$ cat src/rtl/tcc_pkg.sv
// Package for the timer 3 capture/compare unit: register map and fields.
// Assumes a 32-bit AXI4-Lite register bus with word-aligned registers.
package tcc_pkg;
    localparam logic [15:0] TCC_OFS_CTRL = 16'hff7f;
    localparam logic [15:0] TCC_ADDR_CTRL = 16'h0000;
    localparam logic [15:0] TCC_ADDR_EDGE_LO = 16'h0004;
    localparam logic [15:0] TCC_ADDR_EDGE_HI = 16'h0008;
    localparam logic [15:0] TCC_ADDR_SMP_LO = 16'h000c;
    localparam logic [15:0] TCC_ADDR_SMP_HI = 16'h0010;
    localparam logic [15:0] TCC_ADDR_CCR = 16'h0014;
    localparam logic [15:0] TCC_ADDR_CAP_A = 16'h0018;
    localparam logic [15:0] TCC_ADDR_CAP_B = 16'h001c;
    localparam logic [15:0] TCC_ADDR_COUNT = 16'h0020;
    localparam logic [7:0] TCC_CTRL_MASK = 8'h9f;
    localparam logic [7:0] TCC_EDGE_LO_MASK = 8'hfd;
    localparam logic [7:0] TCC_EDGE_HI_MASK = 8'h0f;
    localparam logic [7:0] TCC_SMP_HI_MASK = 8'h03;
    localparam logic [7:0] TCC_REG_RST = 8'h00;
    localparam int TCC_BIT_RUN = 7;
    localparam int TCC_BIT_CCSEL = 4;
    localparam int TCC_BIT_CLREN = 3;
    localparam int TCC_FILT_LEN = 4;
    localparam logic [1:0] TCC_RESP_OKAY = 2'b00;
    localparam logic [1:0] TCC_RESP_SLVERR = 2'b10;
    localparam logic [15:0] TCC_CNT_ZERO = 16'h0000;
    localparam logic [15:0] TCC_CNT_MAX = 16'hffff;
    // Edge code: 00 falling, 01 rising, 10 none, 11 both edges.
    localparam logic [1:0] TCC_EDGE_FALL = 2'b00;
    localparam logic [1:0] TCC_EDGE_RISE = 2'b01;
    localparam logic [1:0] TCC_EDGE_BOTH = 2'b11;
    // Prescaler divider exponents for codes 000 to 101.
    function automatic logic [3:0] tcc_div_exp(input logic [2:0] code);
        case (code)
            3'h0: tcc_div_exp = 4'h2;
            3'h1: tcc_div_exp = 4'h3;
            3'h2: tcc_div_exp = 4'h4;
            3'h3: tcc_div_exp = 4'h5;
            3'h4: tcc_div_exp = 4'h6;
            3'h5: tcc_div_exp = 4'h8;
            default: tcc_div_exp = 4'h0;
        endcase
    endfunction : tcc_div_exp
    // Sample clock exponent for a 2-bit field: divide by 2, 4, 8, 16.
    function automatic logic [3:0] tcc_smp_exp(input logic [1:0] code);
        tcc_smp_exp = {2'b00, code} + 4'h1;
    endfunction : tcc_smp_exp
endpackage : tcc_pkg

$ cat src/rtl/tcc_filter.sv
// Four-sample noise filter and edge detector for one input pin.
// Assumes a raw asynchronous pin and a one-cycle sample enable.
`timescale 1ns/1ps
module tcc_filter
    import tcc_pkg::*;
(
    // Clock and reset.
    input wire logic clk_sys_in,
    input wire logic nrst_in,
    // Pin, sampling strobe and edge choice.
    input wire logic pin_in,
    input wire logic smp_en_in,
    input wire logic [1:0] edge_sel_in,
    // Detected valid edge.
    output logic edge_out
);
    logic sync1_r;
    logic sync2_r;
    logic [TCC_FILT_LEN-1:0] hist_r;
    logic level_r;
    logic level_nxt;
    logic rise;
    logic fall;

    always_ff @(posedge clk_sys_in or negedge nrst_in) begin
        if (!nrst_in) begin
            sync1_r <= 1'b0;
            sync2_r <= 1'b0;
        end else begin
            sync1_r <= pin_in;
            sync2_r <= sync1_r;
        end
    end

    // A level is taken only when four samples in a row agree.
    always_comb begin
        level_nxt = level_r;
        if (&hist_r) begin
            level_nxt = 1'b1;
        end else if (~|hist_r) begin
            level_nxt = 1'b0;
        end
    end

    always_ff @(posedge clk_sys_in or negedge nrst_in) begin
        if (!nrst_in) begin
            hist_r <= '0;
            level_r <= 1'b0;
        end else begin
            if (smp_en_in) begin
                hist_r <= {hist_r[TCC_FILT_LEN-2:0], sync2_r};
            end
            level_r <= level_nxt;
        end
    end

    assign rise = level_nxt & ~level_r;
    assign fall = ~level_nxt & level_r;

    always_ff @(posedge clk_sys_in or negedge nrst_in) begin
        if (!nrst_in) begin
            edge_out <= 1'b0;
        end else begin
            case (edge_sel_in)
                TCC_EDGE_FALL: edge_out <= fall;
                TCC_EDGE_RISE: edge_out <= rise;
                TCC_EDGE_BOTH: edge_out <= rise | fall;
                default: edge_out <= 1'b0;
            endcase
        end
    end

    a_filter_reject: assert property (@(posedge clk_sys_in) disable iff
        (!nrst_in) (level_r != $past(level_r)) |-> (hist_r == {4{level_r}}))
        else $error("filter level changed without four agreeing samples");
endmodule : tcc_filter

$ cat src/rtl/tcc_prescaler.sv
// Dividers giving count and sampling enable pulses; only the sampling one runs free.
// Assumes one system clock; all outputs are one-cycle enables.
`timescale 1ns/1ps
module tcc_prescaler
    import tcc_pkg::*;
#(
    parameter int DIV_W = 9
) (
    // Clock and reset.
    input wire logic clk_sys_in,
    input wire logic nrst_in,
    // Hold the divider at zero while counting is stopped.
    input wire logic clear_in,
    // Divider exponent selects.
    input wire logic [3:0] exp_cnt_in,
    input wire logic [3:0] exp_a_in,
    input wire logic [3:0] exp_b_in,
    // Strobes.
    output logic cnt_en_out,
    output logic smp_a_out,
    output logic smp_b_out
);
    logic [DIV_W-1:0] div_r;
    logic [DIV_W-1:0] div_nxt;
    // Sampling runs free so the pin filters still work while stopped.
    logic [DIV_W-1:0] smp_r;

    function automatic logic tick(input logic [DIV_W-1:0] nxt,
                                  input logic [3:0] e);
        logic [DIV_W-1:0] msk;
        msk = DIV_W'((1 << e) - 1);
        tick = (e != 4'h0) && ((nxt & msk) == '0);
    endfunction : tick

    assign div_nxt = clear_in ? '0 : div_r + DIV_W'(1);

    always_ff @(posedge clk_sys_in or negedge nrst_in) begin
        if (!nrst_in) begin
            div_r <= '0;
            smp_r <= '0;
            cnt_en_out <= 1'b0;
            smp_a_out <= 1'b0;
            smp_b_out <= 1'b0;
        end else begin
            div_r <= div_nxt;
            smp_r <= smp_r + DIV_W'(1);
            cnt_en_out <= !clear_in && tick(div_nxt, exp_cnt_in);
            smp_a_out <= tick(smp_r + DIV_W'(1), exp_a_in);
            smp_b_out <= tick(smp_r + DIV_W'(1), exp_b_in);
        end
    end
endmodule : tcc_prescaler

$ cat src/rtl/tcc_timer.sv
// Timer 3 top: 16-bit counter, capture/compare and capture registers,
// input filters and an AXI4-Lite register slave.
// Assumes synchronous AXI master on clk_sys_in and raw asynchronous pins.
//
// Contract
// - Counter advances on prescaled clock, divide by 4,8,16,32,64,256.
// - After run-enable set, first count clock gives 0000H, second 0001H.
// - Setting run-enable again while running does not clear the counter.
// - Clearing run-enable stops the counter and forces it to 0000H.
// - Reset clears the counter and leaves it stopped.
// - Select and clear-enable bits choose free-running/interval, capture/compare.
// - Compare match raises interrupt; counter clears on next count clock.
// - Capture-interval mode clears counter on valid primary input edge.
// - Free-running counts to FFFFH, raises overflow, wraps to 0000H.
// - Combined register captures the count on primary input edge.
// - Two capture registers latch the count on their own inputs.
// - Writes reach compare storage; reads return the selected storage.
// - In compare mode the primary input raises no interrupt.
// - Control bits 6 and 5 always read zero.
// - Two edge-mode registers pick active edges; both reset to 00H.
// - Edge-mode low bit 1 and high bits 7 to 4 read zero.
// - Inputs accepted after four agreeing samples on selected clock.
// - Sampling high bits 7 to 2 read zero; both reset to 00H.
// - Control register resets to 00H, timer stopped.
// - Compare match and primary input share one interrupt output.
//
// Register access over AXI4-Lite was chosen for this implementation.
`timescale 1ns/1ps
module tcc_timer
    import tcc_pkg::*;
(
    // Clock and reset.
    input wire logic clk_sys_in,
    input wire logic nrst_in,
    // AXI4-Lite write address and data.
    input wire logic [15:0] s_axi_awaddr,
    input wire logic s_axi_awvalid,
    output logic s_axi_awready,
    input wire logic [31:0] s_axi_wdata,
    input wire logic [3:0] s_axi_wstrb,
    input wire logic s_axi_wvalid,
    output logic s_axi_wready,
    // AXI4-Lite write response.
    output logic [1:0] s_axi_bresp,
    output logic s_axi_bvalid,
    input wire logic s_axi_bready,
    // AXI4-Lite read.
    input wire logic [15:0] s_axi_araddr,
    input wire logic s_axi_arvalid,
    output logic s_axi_arready,
    output logic [31:0] s_axi_rdata,
    output logic [1:0] s_axi_rresp,
    output logic s_axi_rvalid,
    input wire logic s_axi_rready,
    // Capture trigger pins.
    input wire logic primary_capture_input_in,
    input wire logic second_capture_input_in,
    input wire logic third_capture_input_in,
    // Event pulses.
    output logic compare_match_irq_out,
    output logic overflow_irq_out,
    output logic second_capture_irq_out,
    output logic third_capture_irq_out
);
    logic [7:0] timer_control_r;
    logic [7:0] edge_mode_low_r;
    logic [7:0] edge_mode_high_r;
    logic [7:0] sample_clock_low_r;
    logic [7:0] sample_clock_high_r;
    logic [15:0] main_counter_r;
    logic [15:0] compare_r;
    logic [15:0] capture_compare_reg_r;
    logic [15:0] capture_reg_a_r;
    logic [15:0] capture_reg_b_r;
    logic started_r;
    logic match_hold_r;
    logic [15:0] aw_addr_r;
    logic [31:0] w_data_r;
    logic [3:0] w_strb_r;
    logic aw_have_r;
    logic w_have_r;
    logic run_enable;
    logic cap_cmp_select;
    logic clear_enable;
    logic cnt_en;
    logic smp_a;
    logic smp_b;
    logic edge_p;
    logic edge_s;
    logic edge_t;
    logic match;
    logic wr_go;
    logic [31:0] rd_word;

    assign run_enable = timer_control_r[TCC_BIT_RUN];
    assign cap_cmp_select = timer_control_r[TCC_BIT_CCSEL];
    assign clear_enable = timer_control_r[TCC_BIT_CLREN];

    // Sample clock A serves the primary and second pins from the low sampling
    // register field; the high register gives the third pin its own rate.
    tcc_prescaler #(.DIV_W(9)) u_presc (
        .clk_sys_in(clk_sys_in),
        .nrst_in(nrst_in),
        .clear_in(!run_enable),
        .exp_cnt_in(tcc_div_exp(timer_control_r[2:0])),
        .exp_a_in(tcc_smp_exp(sample_clock_low_r[1:0])),
        .exp_b_in(tcc_smp_exp(sample_clock_high_r[1:0])),
        .cnt_en_out(cnt_en),
        .smp_a_out(smp_a),
        .smp_b_out(smp_b)
    );

    tcc_filter u_filt_p (
        .clk_sys_in(clk_sys_in),
        .nrst_in(nrst_in),
        .pin_in(primary_capture_input_in),
        .smp_en_in(smp_a),
        .edge_sel_in(edge_mode_low_r[3:2]),
        .edge_out(edge_p)
    );

    tcc_filter u_filt_s (
        .clk_sys_in(clk_sys_in),
        .nrst_in(nrst_in),
        .pin_in(second_capture_input_in),
        .smp_en_in(smp_a),
        .edge_sel_in(edge_mode_low_r[5:4]),
        .edge_out(edge_s)
    );

    tcc_filter u_filt_t (
        .clk_sys_in(clk_sys_in),
        .nrst_in(nrst_in),
        .pin_in(third_capture_input_in),
        .smp_en_in(smp_b),
        .edge_sel_in(edge_mode_high_r[3:2]),
        .edge_out(edge_t)
    );

    assign match = cap_cmp_select && (main_counter_r == compare_r);

    // Counter. The first count clock after start keeps 0000H.
    always_ff @(posedge clk_sys_in or negedge nrst_in) begin
        if (!nrst_in) begin
            main_counter_r <= TCC_CNT_ZERO;
            started_r <= 1'b0;
            match_hold_r <= 1'b0;
        end else if (!run_enable) begin
            main_counter_r <= TCC_CNT_ZERO;
            started_r <= 1'b0;
            match_hold_r <= 1'b0;
        end else if (!cap_cmp_select && clear_enable && edge_p) begin
            main_counter_r <= TCC_CNT_ZERO;
            started_r <= 1'b1;
        end else if (cnt_en) begin
            started_r <= 1'b1;
            match_hold_r <= 1'b0;
            if (!started_r) begin
                main_counter_r <= TCC_CNT_ZERO;
            end else if (clear_enable && cap_cmp_select
                         && (match_hold_r || match)) begin
                main_counter_r <= TCC_CNT_ZERO;
            end else begin
                main_counter_r <= main_counter_r + 16'h0001;
            end
        end else if (match && clear_enable) begin
            match_hold_r <= 1'b1;
        end
    end

    // Events. Match is taken once per count value, at its count clock.
    always_ff @(posedge clk_sys_in or negedge nrst_in) begin
        if (!nrst_in) begin
            compare_match_irq_out <= 1'b0;
            overflow_irq_out <= 1'b0;
            second_capture_irq_out <= 1'b0;
            third_capture_irq_out <= 1'b0;
        end else begin
            compare_match_irq_out <= (cap_cmp_select
                ? (run_enable && cnt_en && started_r && match)
                : edge_p);
            overflow_irq_out <= run_enable && cnt_en && started_r
                && !clear_enable && (main_counter_r == TCC_CNT_MAX);
            second_capture_irq_out <= edge_s;
            third_capture_irq_out <= edge_t;
        end
    end

    // Capture storage has no reset value in use; it is cleared for safety.
    always_ff @(posedge clk_sys_in or negedge nrst_in) begin
        if (!nrst_in) begin
            capture_compare_reg_r <= TCC_CNT_ZERO;
            capture_reg_a_r <= TCC_CNT_ZERO;
            capture_reg_b_r <= TCC_CNT_ZERO;
        end else begin
            if (edge_p && !cap_cmp_select) begin
                capture_compare_reg_r <= main_counter_r;
            end
            if (edge_s) begin
                capture_reg_a_r <= main_counter_r;
            end
            if (edge_t) begin
                capture_reg_b_r <= main_counter_r;
            end
        end
    end

    // Write channel: address and data accepted in either order.
    assign wr_go = aw_have_r && w_have_r && !s_axi_bvalid;

    always_ff @(posedge clk_sys_in or negedge nrst_in) begin
        if (!nrst_in) begin
            aw_have_r <= 1'b0;
            w_have_r <= 1'b0;
            aw_addr_r <= '0;
            w_data_r <= '0;
            w_strb_r <= '0;
            s_axi_awready <= 1'b0;
            s_axi_wready <= 1'b0;
            s_axi_bvalid <= 1'b0;
            s_axi_bresp <= TCC_RESP_OKAY;
        end else begin
            s_axi_awready <= !aw_have_r && !s_axi_awready;
            s_axi_wready <= !w_have_r && !s_axi_wready;
            if (s_axi_awvalid && s_axi_awready) begin
                aw_have_r <= 1'b1;
                aw_addr_r <= s_axi_awaddr;
                s_axi_awready <= 1'b0;
            end
            if (s_axi_wvalid && s_axi_wready) begin
                w_have_r <= 1'b1;
                w_data_r <= s_axi_wdata;
                w_strb_r <= s_axi_wstrb;
                s_axi_wready <= 1'b0;
            end
            if (wr_go) begin
                aw_have_r <= 1'b0;
                w_have_r <= 1'b0;
                s_axi_bvalid <= 1'b1;
                s_axi_bresp <= (aw_addr_r <= TCC_ADDR_CCR
                    && aw_addr_r[1:0] == 2'b00)
                    ? TCC_RESP_OKAY : TCC_RESP_SLVERR;
            end else if (s_axi_bvalid && s_axi_bready) begin
                s_axi_bvalid <= 1'b0;
            end
        end
    end

    // Register writes; fixed-zero bits are masked off.
    always_ff @(posedge clk_sys_in or negedge nrst_in) begin
        if (!nrst_in) begin
            timer_control_r <= TCC_REG_RST;
            edge_mode_low_r <= TCC_REG_RST;
            edge_mode_high_r <= TCC_REG_RST;
            sample_clock_low_r <= TCC_REG_RST;
            sample_clock_high_r <= TCC_REG_RST;
            compare_r <= TCC_CNT_ZERO;
        end else if (wr_go && w_strb_r[0]) begin
            case (aw_addr_r)
                TCC_ADDR_CTRL:
                    timer_control_r <= w_data_r[7:0] & TCC_CTRL_MASK;
                TCC_ADDR_EDGE_LO:
                    edge_mode_low_r <= w_data_r[7:0] & TCC_EDGE_LO_MASK;
                TCC_ADDR_EDGE_HI:
                    edge_mode_high_r <= w_data_r[7:0] & TCC_EDGE_HI_MASK;
                TCC_ADDR_SMP_LO: sample_clock_low_r <= w_data_r[7:0];
                TCC_ADDR_SMP_HI:
                    sample_clock_high_r <= w_data_r[7:0] & TCC_SMP_HI_MASK;
                TCC_ADDR_CCR: begin
                    if (w_strb_r[1]) begin
                        compare_r <= w_data_r[15:0];
                    end
                end
                default: compare_r <= compare_r;
            endcase
        end
    end

    always_comb begin
        rd_word = 32'h0000_0000;
        case (s_axi_araddr)
            TCC_ADDR_CTRL: rd_word[7:0] = timer_control_r;
            TCC_ADDR_EDGE_LO: rd_word[7:0] = edge_mode_low_r;
            TCC_ADDR_EDGE_HI: rd_word[7:0] = edge_mode_high_r;
            TCC_ADDR_SMP_LO: rd_word[7:0] = sample_clock_low_r;
            TCC_ADDR_SMP_HI: rd_word[7:0] = sample_clock_high_r;
            TCC_ADDR_CCR: rd_word[15:0] = cap_cmp_select
                ? compare_r : capture_compare_reg_r;
            TCC_ADDR_CAP_A: rd_word[15:0] = capture_reg_a_r;
            TCC_ADDR_CAP_B: rd_word[15:0] = capture_reg_b_r;
            TCC_ADDR_COUNT: rd_word[15:0] = main_counter_r;
            default: rd_word = 32'h0000_0000;
        endcase
    end

    always_ff @(posedge clk_sys_in or negedge nrst_in) begin
        if (!nrst_in) begin
            s_axi_arready <= 1'b0;
            s_axi_rvalid <= 1'b0;
            s_axi_rdata <= '0;
            s_axi_rresp <= TCC_RESP_OKAY;
        end else begin
            s_axi_arready <= !s_axi_rvalid && !s_axi_arready;
            if (s_axi_arvalid && s_axi_arready) begin
                s_axi_arready <= 1'b0;
                s_axi_rvalid <= 1'b1;
                s_axi_rdata <= rd_word;
                s_axi_rresp <= (s_axi_araddr <= TCC_ADDR_COUNT
                    && s_axi_araddr[1:0] == 2'b00)
                    ? TCC_RESP_OKAY : TCC_RESP_SLVERR;
            end else if (s_axi_rvalid && s_axi_rready) begin
                s_axi_rvalid <= 1'b0;
            end
        end
    end

    a_stop_clears: assert property (@(posedge clk_sys_in) disable iff
        (!nrst_in) !run_enable |=> main_counter_r == TCC_CNT_ZERO)
        else $error("counter not zero while stopped");
    a_first_tick: assert property (@(posedge clk_sys_in) disable iff
        (!nrst_in) (cnt_en && run_enable && !started_r && !edge_p)
        |=> main_counter_r == TCC_CNT_ZERO)
        else $error("first count clock did not hold zero");
    a_count_step: assert property (@(posedge clk_sys_in) disable iff
        (!nrst_in) (cnt_en && run_enable && started_r && !clear_enable)
        |=> main_counter_r == $past(main_counter_r) + 16'h0001)
        else $error("free count did not step by one");
    a_cmp_clear: assert property (@(posedge clk_sys_in) disable iff
        (!nrst_in) (cnt_en && run_enable && started_r && match
        && clear_enable && !edge_p) |=> main_counter_r == TCC_CNT_ZERO)
        else $error("interval compare did not clear");
    a_cap_clear: assert property (@(posedge clk_sys_in) disable iff
        (!nrst_in) (run_enable && !cap_cmp_select && clear_enable && edge_p)
        |=> main_counter_r == TCC_CNT_ZERO)
        else $error("capture edge did not clear counter");
    a_cap_latch: assert property (@(posedge clk_sys_in) disable iff
        (!nrst_in) edge_s |=> capture_reg_a_r == $past(main_counter_r))
        else $error("capture a missed the count");
    a_ccr_latch: assert property (@(posedge clk_sys_in) disable iff
        (!nrst_in) (edge_p && !cap_cmp_select)
        |=> capture_compare_reg_r == $past(main_counter_r))
        else $error("combined capture missed the count");
    a_ctrl_zero: assert property (@(posedge clk_sys_in) disable iff
        (!nrst_in) timer_control_r[6:5] == 2'b00 && edge_mode_low_r[1] == 1'b0
        && edge_mode_high_r[7:4] == 4'h0 && sample_clock_high_r[7:2] == 6'h00)
        else $error("fixed-zero bit set");
    a_no_pin_irq: assert property (@(posedge clk_sys_in) disable iff
        (!nrst_in) (cap_cmp_select
        && !(run_enable && cnt_en && started_r && match))
        |=> !compare_match_irq_out)
        else $error("primary input raised interrupt in compare mode");
endmodule : tcc_timer

$ cat config.mk
export PLATFORM = sky130hd
export DESIGN_NAME = tcc_timer
export DESIGN_NICKNAME = d
export VERILOG_FILES = /design/src/rtl/tcc_pkg.sv /design/src/rtl/tcc_filter.sv /design/src/rtl/tcc_prescaler.sv /design/src/rtl/tcc_timer.sv
export SDC_FILE = /design/constraint.sdc
export NUM_CORES = 1
export LEC_CHECK = 0
export BUFFER_PORTS_ARGS = -buffer_cell sky130_fd_sc_hd__buf_2
export CORE_ASPECT_RATIO = 1.2
export CORE_UTILIZATION = 40
export DETAILED_ROUTE_END_ITERATION = 10
export PLACE_DENSITY = 0.6
export REMOVE_ABC_BUFFERS = 1
export SYNTH_ARGS = -nofsm -noshare
export SYNTH_HDL_FRONTEND = slang
export SYNTH_SLANG_ARGS = --single-unit
$ cat constraint.sdc
create_clock -name clk_sys_in -period 1.9 [get_ports clk_sys_in]
set_clock_uncertainty 0.2 [all_clocks]
set_input_delay 0.095 -clock clk_sys_in [delete_from_list [all_inputs] [get_ports clk_sys_in]]
set_output_delay 0.095 -clock clk_sys_in [all_outputs]
set_load 0.01 [all_outputs]
After elaboration in Yosys (flattened, before gate mapping):

Cells that the tools add are included.

* shift-type cells: 3
* magnitude comparators: 2
* add/sub/neg operators: 8
* muxes and demuxes: 40
* reduce and logical (&&, ||, !) cells: 70
* bitwise gates (word level): 18
* eq/ne operators: 29

Operators with widths (count)
* == test 16 x 5 -> 1 bit (second input constant): 6
* 2-to-1 mux 16 bit: 6
* case mux 8 bit (9 select lines): 1
* == test 16 x 4 -> 1 bit (second input constant): 4
* == test 16 x 3 -> 1 bit (second input constant): 2
* logical NOT 16 bit: 2
* case mux 8 bit (4 select lines): 1
* logical AND 1 bit: 29
* AND 9 bit: 3
* logical NOT 9 bit: 3
* subtractor 9 x 2 -> 9 bit (second input constant): 3
* 2-to-1 mux 1 bit: 25
* case mux 4 bit (6 select lines): 1
* adder 9 x 1 -> 9 bit (second input constant): 2
* left shift 1 x 3 -> 9 bit (first input constant): 2
* adder 16 x 1 -> 16 bit (second input constant): 1
* == test 16 bit: 1
* == test 16 bit (second input constant): 1
* == test 16 x 6 -> 1 bit (second input constant): 1
* <= comparator 16 x 5 -> 1 bit (second input constant): 1
* <= comparator 16 x 6 -> 1 bit (second input constant): 1
* AND reduction 2 bit: 6
* AND reduction 4 bit: 3
* nonzero test 4 bit: 3
* 22 further kinds: 62

* logic and storage cells: 219
* output and inout port bits: 45
* register bits: 219

Depth between registers and ports, before layout:

Gate-level depths: netlist of run 1.

* depth in word-level cells: 9
* gate-level depth with buffers: 9
* gate-level depth less buffers: 7

Cells and area by module:

A second synthesis of run 1 with hierarchy kept.

* cells, all modules: 910
* area, all modules: 10722.8 um^2

By module, submodules not included
* tcc_timer: area each 8289.2 um^2, cells an instance 679, instances 1, seq. area each 4304.1 um^2
* tcc_prescaler: area each 1438.9 um^2, cells an instance 162, instances 1, seq. area each 525.5 um^2
* tcc_filter: area each 331.6 um^2, cells an instance 23, instances 3, seq. area each 200.2 um^2

Worst setup path after synthesis of run 1:

OpenSTA, ideal clock, no wires.

* kind: reg-to-reg
* start: register aw_addr_r[11]
* end: register compare_r[10]
* cell stages (with the launch flop): 7
* path buffers: 1
* clock period less this slack: 2.020 ns
* required time: 1.575 ns
* data arrival time: 1.695 ns
* path slack: -0.120 ns
* cells stage by stage: dfrtp_1 -> nor4_4 -> nand4_2 -> nor3_4 -> nand4_4 -> buf_6 -> mux2_4

* word-level cells in the longest chain between the ends: 2

Ends and longest elaborated chain
* start, declared: line tcc_timer.sv:77 `logic [15:0] aw_addr_r;`
* start signal, assigned: line tcc_timer.sv:227 `aw_addr_r <= s_axi_awaddr;`
* == test 16 x 5 -> 1 bit: line tcc_timer.sv:259 `case (aw_addr_r)`
* AND reduction 3 bit (no line)
* end signal, assigned: line tcc_timer.sv:271 `compare_r <= w_data_r[15:0];`
* end signal, assigned: line tcc_timer.sv:274 `default: compare_r <= compare_r;`
* end, declared: line tcc_timer.sv:71 `logic [15:0] compare_r;`

Every way passes these cells.
A chain may end at the register's enable or synchronous reset.

Worst setup path after layout of run 1:

* start: register aw_addr_r[12]
* end: register sample_clock_low_r[0]

* word-level cells in the longest chain between the ends: 2

Ends and longest elaborated chain
* == test 16 x 4 -> 1 bit: line tcc_timer.sv:259
* AND reduction 2 bit (no line)
* end signal, assigned: line tcc_timer.sv:266 `TCC_ADDR_SMP_LO: sample_clock_low_r <= w_data_r[7:0];`
* end, declared: line tcc_timer.sv:68 `logic [7:0] sample_clock_low_r;`

Every way passes these cells.

==> impl_summary.log, run 1 <==
[metrics] Ant. Diodes: 0
[metrics] number of nets in the layout: approximately 1,200
[metrics] Vert. Die Dim: approximately 180 microns
[metrics] main area contributors after synthesis: sky130_fd_sc_hd__dfrtp_1 53%, sky130_fd_sc_hd__mux2_2 15%, sky130_fd_sc_hd__nand2_1 2.4%
[metrics] final routed wirelength across all metal layers: between 20,000 and 25,000 microns
[metrics] startpoint type of the worst setup path: flop
[metrics] PwrDens: approximately 860 nW/um^2
[metrics] HPWL after DPL: ~17,000 microns
[metrics] total global-route track usage: a little under a fifth
[metrics] number of top-level pins: around 120
[metrics] Syn Inst Count: approximately 840
[metrics] instance area after placement: approximately 12,000 sq um
[metrics] final routed DRC violation total: 0
[metrics] fraction of registers with async set or reset after synthesis: 100%
[metrics] clock root buffer: sky130_fd_sc_hd__clkbuf_16
[metrics] Seq/Total Area, Yosys: approximately 53%
[metrics] post-route cell area: 13,600 sq um
[metrics] max frequency: 480 MHz
[metrics] sink count of the clock tree: about 220
[metrics] Clock H-tree levels: 1
[metrics] area fraction of the dominant cell type after synthesis: 52.8%
[metrics] max-cap violation count: 0
[metrics] initial cell density of the core: between 40% and 50%
[metrics] violations in the final reports: setup timing
[metrics] post-layout total power: 11.6 mW
[metrics] cell with the largest stage delay on the worst path: sky130_fd_sc_hd__dfrtp_1
[metrics] via count: roughly 7,200
[metrics] Initial DRT Pass Iterations: 5
[metrics] worst setup slack after layout: -184 ps
[metrics] worst-skew pair later-pin latency: approximately 520 ps
[metrics] final slew viol count: 0
[metrics] vias in the first global route: between 7,000 and 8,000
[metrics] CP Data Required Time: about 2100 ps
[metrics] data arrival time of the critical path: 2290 ps
[metrics] worst min-delay path class: in2reg
[metrics] worst-case clock buffer depth: 3
[metrics] Port Buffer Count: 86
[metrics] Bufs and invs on worst path: 1
[metrics] final worst hold slack: 17.8 ps
[metrics] clock slew at the register clock pins of the worst setup and hold paths: 60 ps
[metrics] classification of the worst setup path: reg2reg
[metrics] DR WL/cell: 17.3 microns
[metrics] Synth area leader: sky130_fd_sc_hd__dfrtp_1
[metrics] crit-path leading delay family: simple AND/OR/NAND/NOR gates
[metrics] worst stage delay on the critical path: roughly 400 ps
[metrics] CTS Buf Count: 23
[metrics] full die area: around 26,000 sq um
[metrics] first-pass GRT wire length: around 39,000 microns
[metrics] pin count of the biggest net entering global routing: between 60 and 70
[metrics] post-synthesis sequential element count: ~220
[metrics] site row count: 63
[metrics] Die Span X: 148 microns
[metrics] DRT iter0 DRCs: between 300 and 400
[metrics] commonest cells after routing, fill and taps aside: 212 x sky130_fd_sc_hd__dfrtp_1, 116 x sky130_fd_sc_hd__mux2_2, 104 x sky130_fd_sc_hd__buf_4, 83 x sky130_fd_sc_hd__buf_2, 64 x sky130_fd_sc_hd__nand2_1
[metrics] Post-Synthesis Mean Instance Area: 12.2 sq um
[metrics] synth-to-layout area growth: 32.4%
[metrics] final critical path time including I/O delays and setup: ~2100 ps
[metrics] kind of capture point of the worst setup path: flop
[metrics] cells along the critical path: nor4_4 -> nand4_4 -> nor2_2 -> and4b_1 -> buf_6 -> mux2_2
[metrics] Final Hold Vio Count: 0
[metrics] leading cell type in the layout, fill and taps excluded: sky130_fd_sc_hd__dfrtp_1
[metrics] Worst IR Drop VDD: 787 uV
[metrics] number of enable flip-flop cells after synthesis: 0
[metrics] Via-to-Cell Ratio: 5.13
[metrics] area of the placeable core: approximately 25,000 sq um
[metrics] Post-Route Utilization: about 54%
[metrics] Synth Flop Type: sky130_fd_sc_hd__dfrtp_1
[metrics] Setup WS pre-CTS: -217 ps
[metrics] TritonCTS clock tree: built
[metrics] total grt overflow: 0
[metrics] total setup violations reported at the end of the flow: 60
[metrics] part of the cycle the worst path needs: 110%
[metrics] post-synth design cell area: a little over 10,000 sq um
[metrics] number of nets with antenna violations after detailed routing: 0
[metrics] ratio of cells with drive above 1 in the final layout: about 43%
[metrics] Yosys Warn Count: 0
[metrics] worst rel slew slack: 57.3%
[metrics] largest fanout on the critical path: 8
[metrics] number of distinct standard cells referenced by the synthesized netlist: 74
[metrics] leak pwr: roughly 6.5 nW
[metrics] setup repair after global routing missed its margin: yes
[metrics] number of filler cells placed in the layout: between 2,000 and 2,500
[metrics] result of the run: complete, but fails checks
[metrics] number of antenna violations at the first check in global routing: 0
[metrics] Placer Congestion: about 0.8
[metrics] worst-margin pin slew: 634 ps
## timing repair
| item | in CTS | in global routing |
|---|---|---|
| pin swaps | 13 | 43 |
| hold buffers | 48 | 0 |
| setup buffers | 2 | 11 |
| gates cloned | 0 | 2 |
| setup endpoints to repair | 65 | 75 |
| endpoints found under the hold margin | 260 | 0 |
| resized for setup | 45 | 49 |
## cell families (layout without fill, tap and decap cells)
family	Yosys count	in the layout	share of synthesized area, %
XOR/XNOR	29	29	2.48
other	2	19	0.0734
flip-flops	216	216	52.8
AO/OA/AOI/OAI	125	125	8.88
buffers and inverters	93	324	4.53
adder cells (fa/ha/maj)	14	14	1.71
AND/OR/NAND/NOR	192	192	11.0
multiplexers	166	166	18.6
## stage by stage
| step | setup TNS, ps | instances |
|---|---|---|
| 3_5_place_dp | -9250 | 1308 |
| 5_1_grt | -13260 | 1410 |
| 6_report | -7160 | 1410 |
| 3_3_place_gp | -8410 | 1308 |
| 4_1_cts | -7830 | 1399 |
| 2_1_floorplan | -28350 | 790 |
## final cells by class
cell class                      instances  area, sq um  share of cell area, %
Tap cell                              325          407                   3.00
Inverter                               29          109                  0.803
Sequential cell                       216         5410                   39.9
Clock buffer                           31          656                   4.84
Clock inverter                         10          116                  0.858
Multi-Input combinational cell        545         4840                   35.7
Timing Repair Buffer                  254         2010                   14.9
## synthesized netlist by cell type, types with 3 or more instances
| cell type | n |
|---|---|
| sky130_fd_sc_hd__nor4_4 | 3 |
| sky130_fd_sc_hd__dfrtp_1 | 216 |
| sky130_fd_sc_hd__mux2_1 | 6 |
| sky130_fd_sc_hd__inv_1 | 28 |
| sky130_fd_sc_hd__and3b_1 | 3 |
| sky130_fd_sc_hd__buf_4 | 21 |
| sky130_fd_sc_hd__a31oi_1 | 11 |
| sky130_fd_sc_hd__o22ai_1 | 8 |
| sky130_fd_sc_hd__a32oi_1 | 3 |
| sky130_fd_sc_hd__and2_1 | 8 |
| sky130_fd_sc_hd__nor2b_1 | 5 |
| sky130_fd_sc_hd__mux2i_1 | 15 |
| sky130_fd_sc_hd__a222oi_1 | 10 |
| sky130_fd_sc_hd__clkbuf_1 | 18 |
| sky130_fd_sc_hd__nand2b_1 | 9 |
| sky130_fd_sc_hd__a22oi_1 | 4 |
| sky130_fd_sc_hd__a21o_1 | 7 |
| sky130_fd_sc_hd__xnor2_1 | 20 |
| sky130_fd_sc_hd__mux2_2 | 134 |
| sky130_fd_sc_hd__nand3_1 | 19 |
| sky130_fd_sc_hd__nand4_1 | 8 |
| sky130_fd_sc_hd__and3_1 | 8 |
| sky130_fd_sc_hd__xor2_1 | 9 |
| sky130_fd_sc_hd__nand2_1 | 65 |
| sky130_fd_sc_hd__ha_1 | 14 |
| sky130_fd_sc_hd__o21ai_0 | 18 |
| sky130_fd_sc_hd__a22o_1 | 20 |
| sky130_fd_sc_hd__a21oi_1 | 20 |
| sky130_fd_sc_hd__buf_2 | 23 |
| sky130_fd_sc_hd__nor3_1 | 10 |
| sky130_fd_sc_hd__mux2_4 | 10 |
| sky130_fd_sc_hd__nor2_1 | 24 |
## per-layer routing
layer	vias to the layer above	track usage (%)	routed length, microns	share of wire (%)
li1	3448	-	-	-
met1	3599	25.9	11100	45
met2	157	32.2	12000	49
met3	36	2.37	871	3.6
met4	0	4.81	458	1.9
met5	-	0	0	0
## report_power, final
group	switching [mW]	internal, mW	total, mW
combinational	0.648	0.772	1.42
clock	1.90	2.70	4.60
sequential	0.498	5.08	5.57
total	3.05	8.55	11.6
## registers in the layout (all words and copies together), names as in the netlist, 2 cells and up
name,count
aw_addr_r,16
capture_compare_reg_r,16
capture_reg_a_r,16
capture_reg_b_r,16
compare_r,16
edge_mode_high_r,4
edge_mode_low_r,7
main_counter_r,16
s_axi_rdata,16
sample_clock_high_r,2
sample_clock_low_r,8
timer_control_r,6
u_filt_p.hist_r,4
u_filt_s.hist_r,4
u_filt_t.hist_r,4
u_presc.div_r,8
u_presc.smp_r,9
w_data_r,16
w_strb_r,2
## path summary, 6_finish.rpt
path	from	endpoint	slack (ps)	cells after the start
worst max-delay path	aw_addr_r[12]$_DFFE_PN0P_	sample_clock_low_r[0]$_DFFE_PN0P_	-180	6
worst min register to register	u_filt_s.sync1_r$_DFF_PN0_	u_filt_s.sync2_r$_DFF_PN0_	150	0
worst min-delay path	primary_capture_input_in	u_filt_p.sync1_r$_DFF_PN0_	20	2
min in group asynchronous	nrst_in	u_presc.smp_r[5]$_DFF_PN0_	480	4
worst max register to register	aw_addr_r[12]$_DFFE_PN0P_	sample_clock_low_r[0]$_DFFE_PN0P_	-180	6
max in group asynchronous	nrst_in	s_axi_rdata[6]$_DFFE_PN0P_	610	4
Power figures use the tool's default switching activity.
==> inputs of run 2 (changes only) <==
MAX_ROUTING_LAYER = met4   (was unset)
==> run 2 against run 1 <==
  * Die area stayed put
  * Largest power group unchanged
  * Sequential cell count stayed put
  * Highest routed layer unchanged
  * Worst hold slack hardly changed
  * Combinational power hardly changed
  * The run still ends with setup timing left
  * Count of clock-buffer cells in the layout stayed put
  * Critical path type unchanged
  * Via count is 0.51% lower
  * Setup slack worse by 1.7 ps
  * Register-to-register slack hardly changed
==> impl_summary.log, run 2 (same netlist as run 1, synthesis figures left out) <==
[metrics] result of the run: complete, but fails checks
[metrics] violations in the final reports: setup timing
[metrics] number of filler cells placed in the layout: between 2,000 and 2,500
[metrics] total setup violations reported at the end of the flow: 60
[metrics] max-cap violation count: 0
[metrics] initial cell density of the core: 41.1%
[metrics] Via-to-Cell Ratio: between 5 and 6
[metrics] setup repair after global routing missed its margin: yes
[metrics] Clock H-tree levels: 1
[metrics] kind of capture point of the worst setup path: flop
[metrics] Placer Congestion: a little under 0.8
[metrics] critical path capture point: sample_clock_low_r[0]$_DFFE_PN0P_
[metrics] startpoint type of the worst setup path: flop
[metrics] Switching Power: between 3 and 4 mW
[metrics] PwrDens: about 850 nW/um^2
[metrics] data arrival time of the critical path: approximately 2300 ps
[metrics] ratio of cells with drive above 1 in the final layout: 42.7%
[metrics] number of top-level pins: 123
[metrics] R2R Path Start: aw_addr_r[12]$_DFFE_PN0P_
[metrics] worst-skew pair later-pin latency: ~520 ps
[metrics] full die area: 26,200 sq um
[metrics] Port Buffer Count: 86
[metrics] classification of the worst setup path: reg2reg
[metrics] Ant. Diodes: 0
[metrics] clock root buffer: sky130_fd_sc_hd__clkbuf_16
[metrics] worst-case clock buffer depth: 3
[metrics] worst-case reg-to-reg path depth: 6
[metrics] instance area after placement: about 12,000 sq um
[metrics] final critical path time including I/O delays and setup: around 2100 ps
[metrics] via count: approximately 7,200
[metrics] total grt overflow: 0
[metrics] commonest cells after routing, fill and taps aside: 213 x sky130_fd_sc_hd__dfrtp_1, 116 x sky130_fd_sc_hd__mux2_2, 104 x sky130_fd_sc_hd__buf_4, 83 x sky130_fd_sc_hd__buf_2, 64 x sky130_fd_sc_hd__nand2_1
[metrics] Worst IR Drop VDD: ~790 uV
[metrics] portion of total power attributed to the clock network: 39.7%
[metrics] sequential fraction of design power: approximately 48%
[metrics] minimum setup slack among reg-to-reg paths: -190 ps
[metrics] total global-route track usage: 19.7%
[metrics] leading cell type in the layout, fill and taps excluded: sky130_fd_sc_hd__dfrtp_1
[metrics] Initial DRT Pass Iterations: 6
[metrics] worst-margin pin slew: 636 ps
[metrics] area of the placeable core: around 25,000 sq um
[metrics] fraction of power spent switching nets: 26.2%
[metrics] Setup WS pre-CTS: -217 ps
[metrics] vias in the first global route: 7,312
[metrics] worst min-delay path class: in2reg
[metrics] CP Data Required Time: roughly 2100 ps
[metrics] largest fanout on the critical path: 8
[metrics] CTS Buf Count: 23
[metrics] Die Span X: 148 microns
[metrics] clock slew at the register clock pins of the worst setup and hold paths: 60 ps
[metrics] post-layout total power: between 10 and 15 mW
[metrics] max frequency: 479 MHz
[metrics] worst rel slew slack: a little under three fifths
[metrics] destination of the worst register-to-register timing path: sample_clock_low_r[0]$_DFFE_PN0P_
[metrics] cell-internal power: between 8 and 9 mW
[metrics] logic gate share of total power: approximately an eighth
[metrics] part of the cycle the worst path needs: 110%
[metrics] TritonCTS clock tree: built
[metrics] synth-to-layout area growth: 32.3%
[metrics] worst setup slack after layout: -186 ps
[metrics] first-pass GRT wire length: 39,300 microns
[metrics] start point of the worst hold path: primary_capture_input_in
[metrics] number of nets in the layout: 1,161
[metrics] final routed wirelength across all metal layers: approximately 24,000 microns
[metrics] site row count: 63
[metrics] DR WL/cell: ~17 microns
[metrics] Vert. Die Dim: between 150 and 200 microns
[metrics] Final Hold Vio Count: 0
[metrics] number of nets with antenna violations after detailed routing: 0
[metrics] sink count of the clock tree: between 200 and 250
[metrics] number of antenna violations at the first check in global routing: 0
[metrics] DRT iter0 DRCs: ~330
[metrics] leak pwr: around 6.5 nW
[metrics] final worst hold slack: ~18 ps
[metrics] source of the critical timing path: aw_addr_r[12]$_DFFE_PN0P_
[metrics] post-route cell area: ~14,000 sq um
[metrics] HPWL after DPL: approximately 17,000 microns
[metrics] final slew viol count: 0
[metrics] final routed DRC violation total: 0
[metrics] pin count of the biggest net entering global routing: 63
## run 2: cell count changes in the layout (fill, tap and decap cells not counted)
cell	delta
sky130_fd_sc_hd__a21oi_1	+1
sky130_fd_sc_hd__a21oi_4	-1
sky130_fd_sc_hd__dfrtp_1	+1
sky130_fd_sc_hd__dfrtp_2	-1
sky130_fd_sc_hd__xor2_1	-1
sky130_fd_sc_hd__xor2_2	+1
## run 2: power groups by stage
stage               registers [mW]  logic, mW  clock network (mW)
CTS                           5.58       1.43                4.72
floorplan                     5.51      0.735                   0
finish                        5.57       1.42                4.60
detailed placement            5.64       1.33                   0
global placement              5.62       1.30                   0
global route                  5.65       1.56                4.88
## run 2: area by class of cell
| cell class | instances | area (sq um) | share of cell area [%] |
|---|---|---|---|
| Clock buffer | 31 | 656 | 4.84 |
| Clock inverter | 10 | 116 | 0.859 |
| Inverter | 29 | 109 | 0.803 |
| Multi-Input combinational cell | 545 | 4840 | 35.7 |
| Sequential cell | 216 | 5410 | 39.9 |
| Tap cell | 325 | 407 | 3.00 |
| Timing Repair Buffer | 254 | 2010 | 14.9 |
## run 2: metrics by stage
stage | util, % | TNS (ps) | instances
6_report | 54.4 | -7330 | 1410
5_1_grt | 54.4 | -13540 | 1410
4_1_cts | 53.0 | -7830 | 1399
3_5_place_dp | 47.0 | -9250 | 1308
3_3_place_gp | 47.0 | -8410 | 1308
2_1_floorplan | - | -28350 | 790
## run 2: critical path, cell delays in order, from the launching register on
cell,delay (ps)
sky130_fd_sc_hd__dfrtp_1,400
sky130_fd_sc_hd__nor4_4,340
sky130_fd_sc_hd__nand4_4,190
sky130_fd_sc_hd__nor2_2,130
sky130_fd_sc_hd__and4b_1,210
sky130_fd_sc_hd__buf_6,160
sky130_fd_sc_hd__mux2_2,340
## run 2: metal layers
metal,vias up,track usage [%],share of wire (%)
met5,-,-,0
met1,3564,25.9,45
met3,39,2.27,3.9
met2,156,32.3,49
met4,0,4.81,1.9
li1,3444,-,-
## run 2: repair_timing
item                                   CTS  global route
buffers inserted                         2            11
hold buffers                            48             0
setup endpoints to repair               65            75
gates resized for setup                 45            47
cloned                                   0             2
pin swaps                               13            41
endpoints found under the hold margin  260             0
## run 2: how the worst min path moves through the flow
stage               depth (start not counted)                         end  slack, ps
floorplan                                   0    aw_addr_r[0]$_DFFE_PN0P_       -400
global placement                            1  u_presc.smp_r[5]$_DFF_PN0_       -230
detailed placement                          1  u_presc.smp_r[5]$_DFF_PN0_       -230
CTS                                         2  u_filt_s.sync1_r$_DFF_PN0_          4
global route                                2  u_filt_s.sync1_r$_DFF_PN0_         20
finish                                      2  u_filt_p.sync1_r$_DFF_PN0_         20
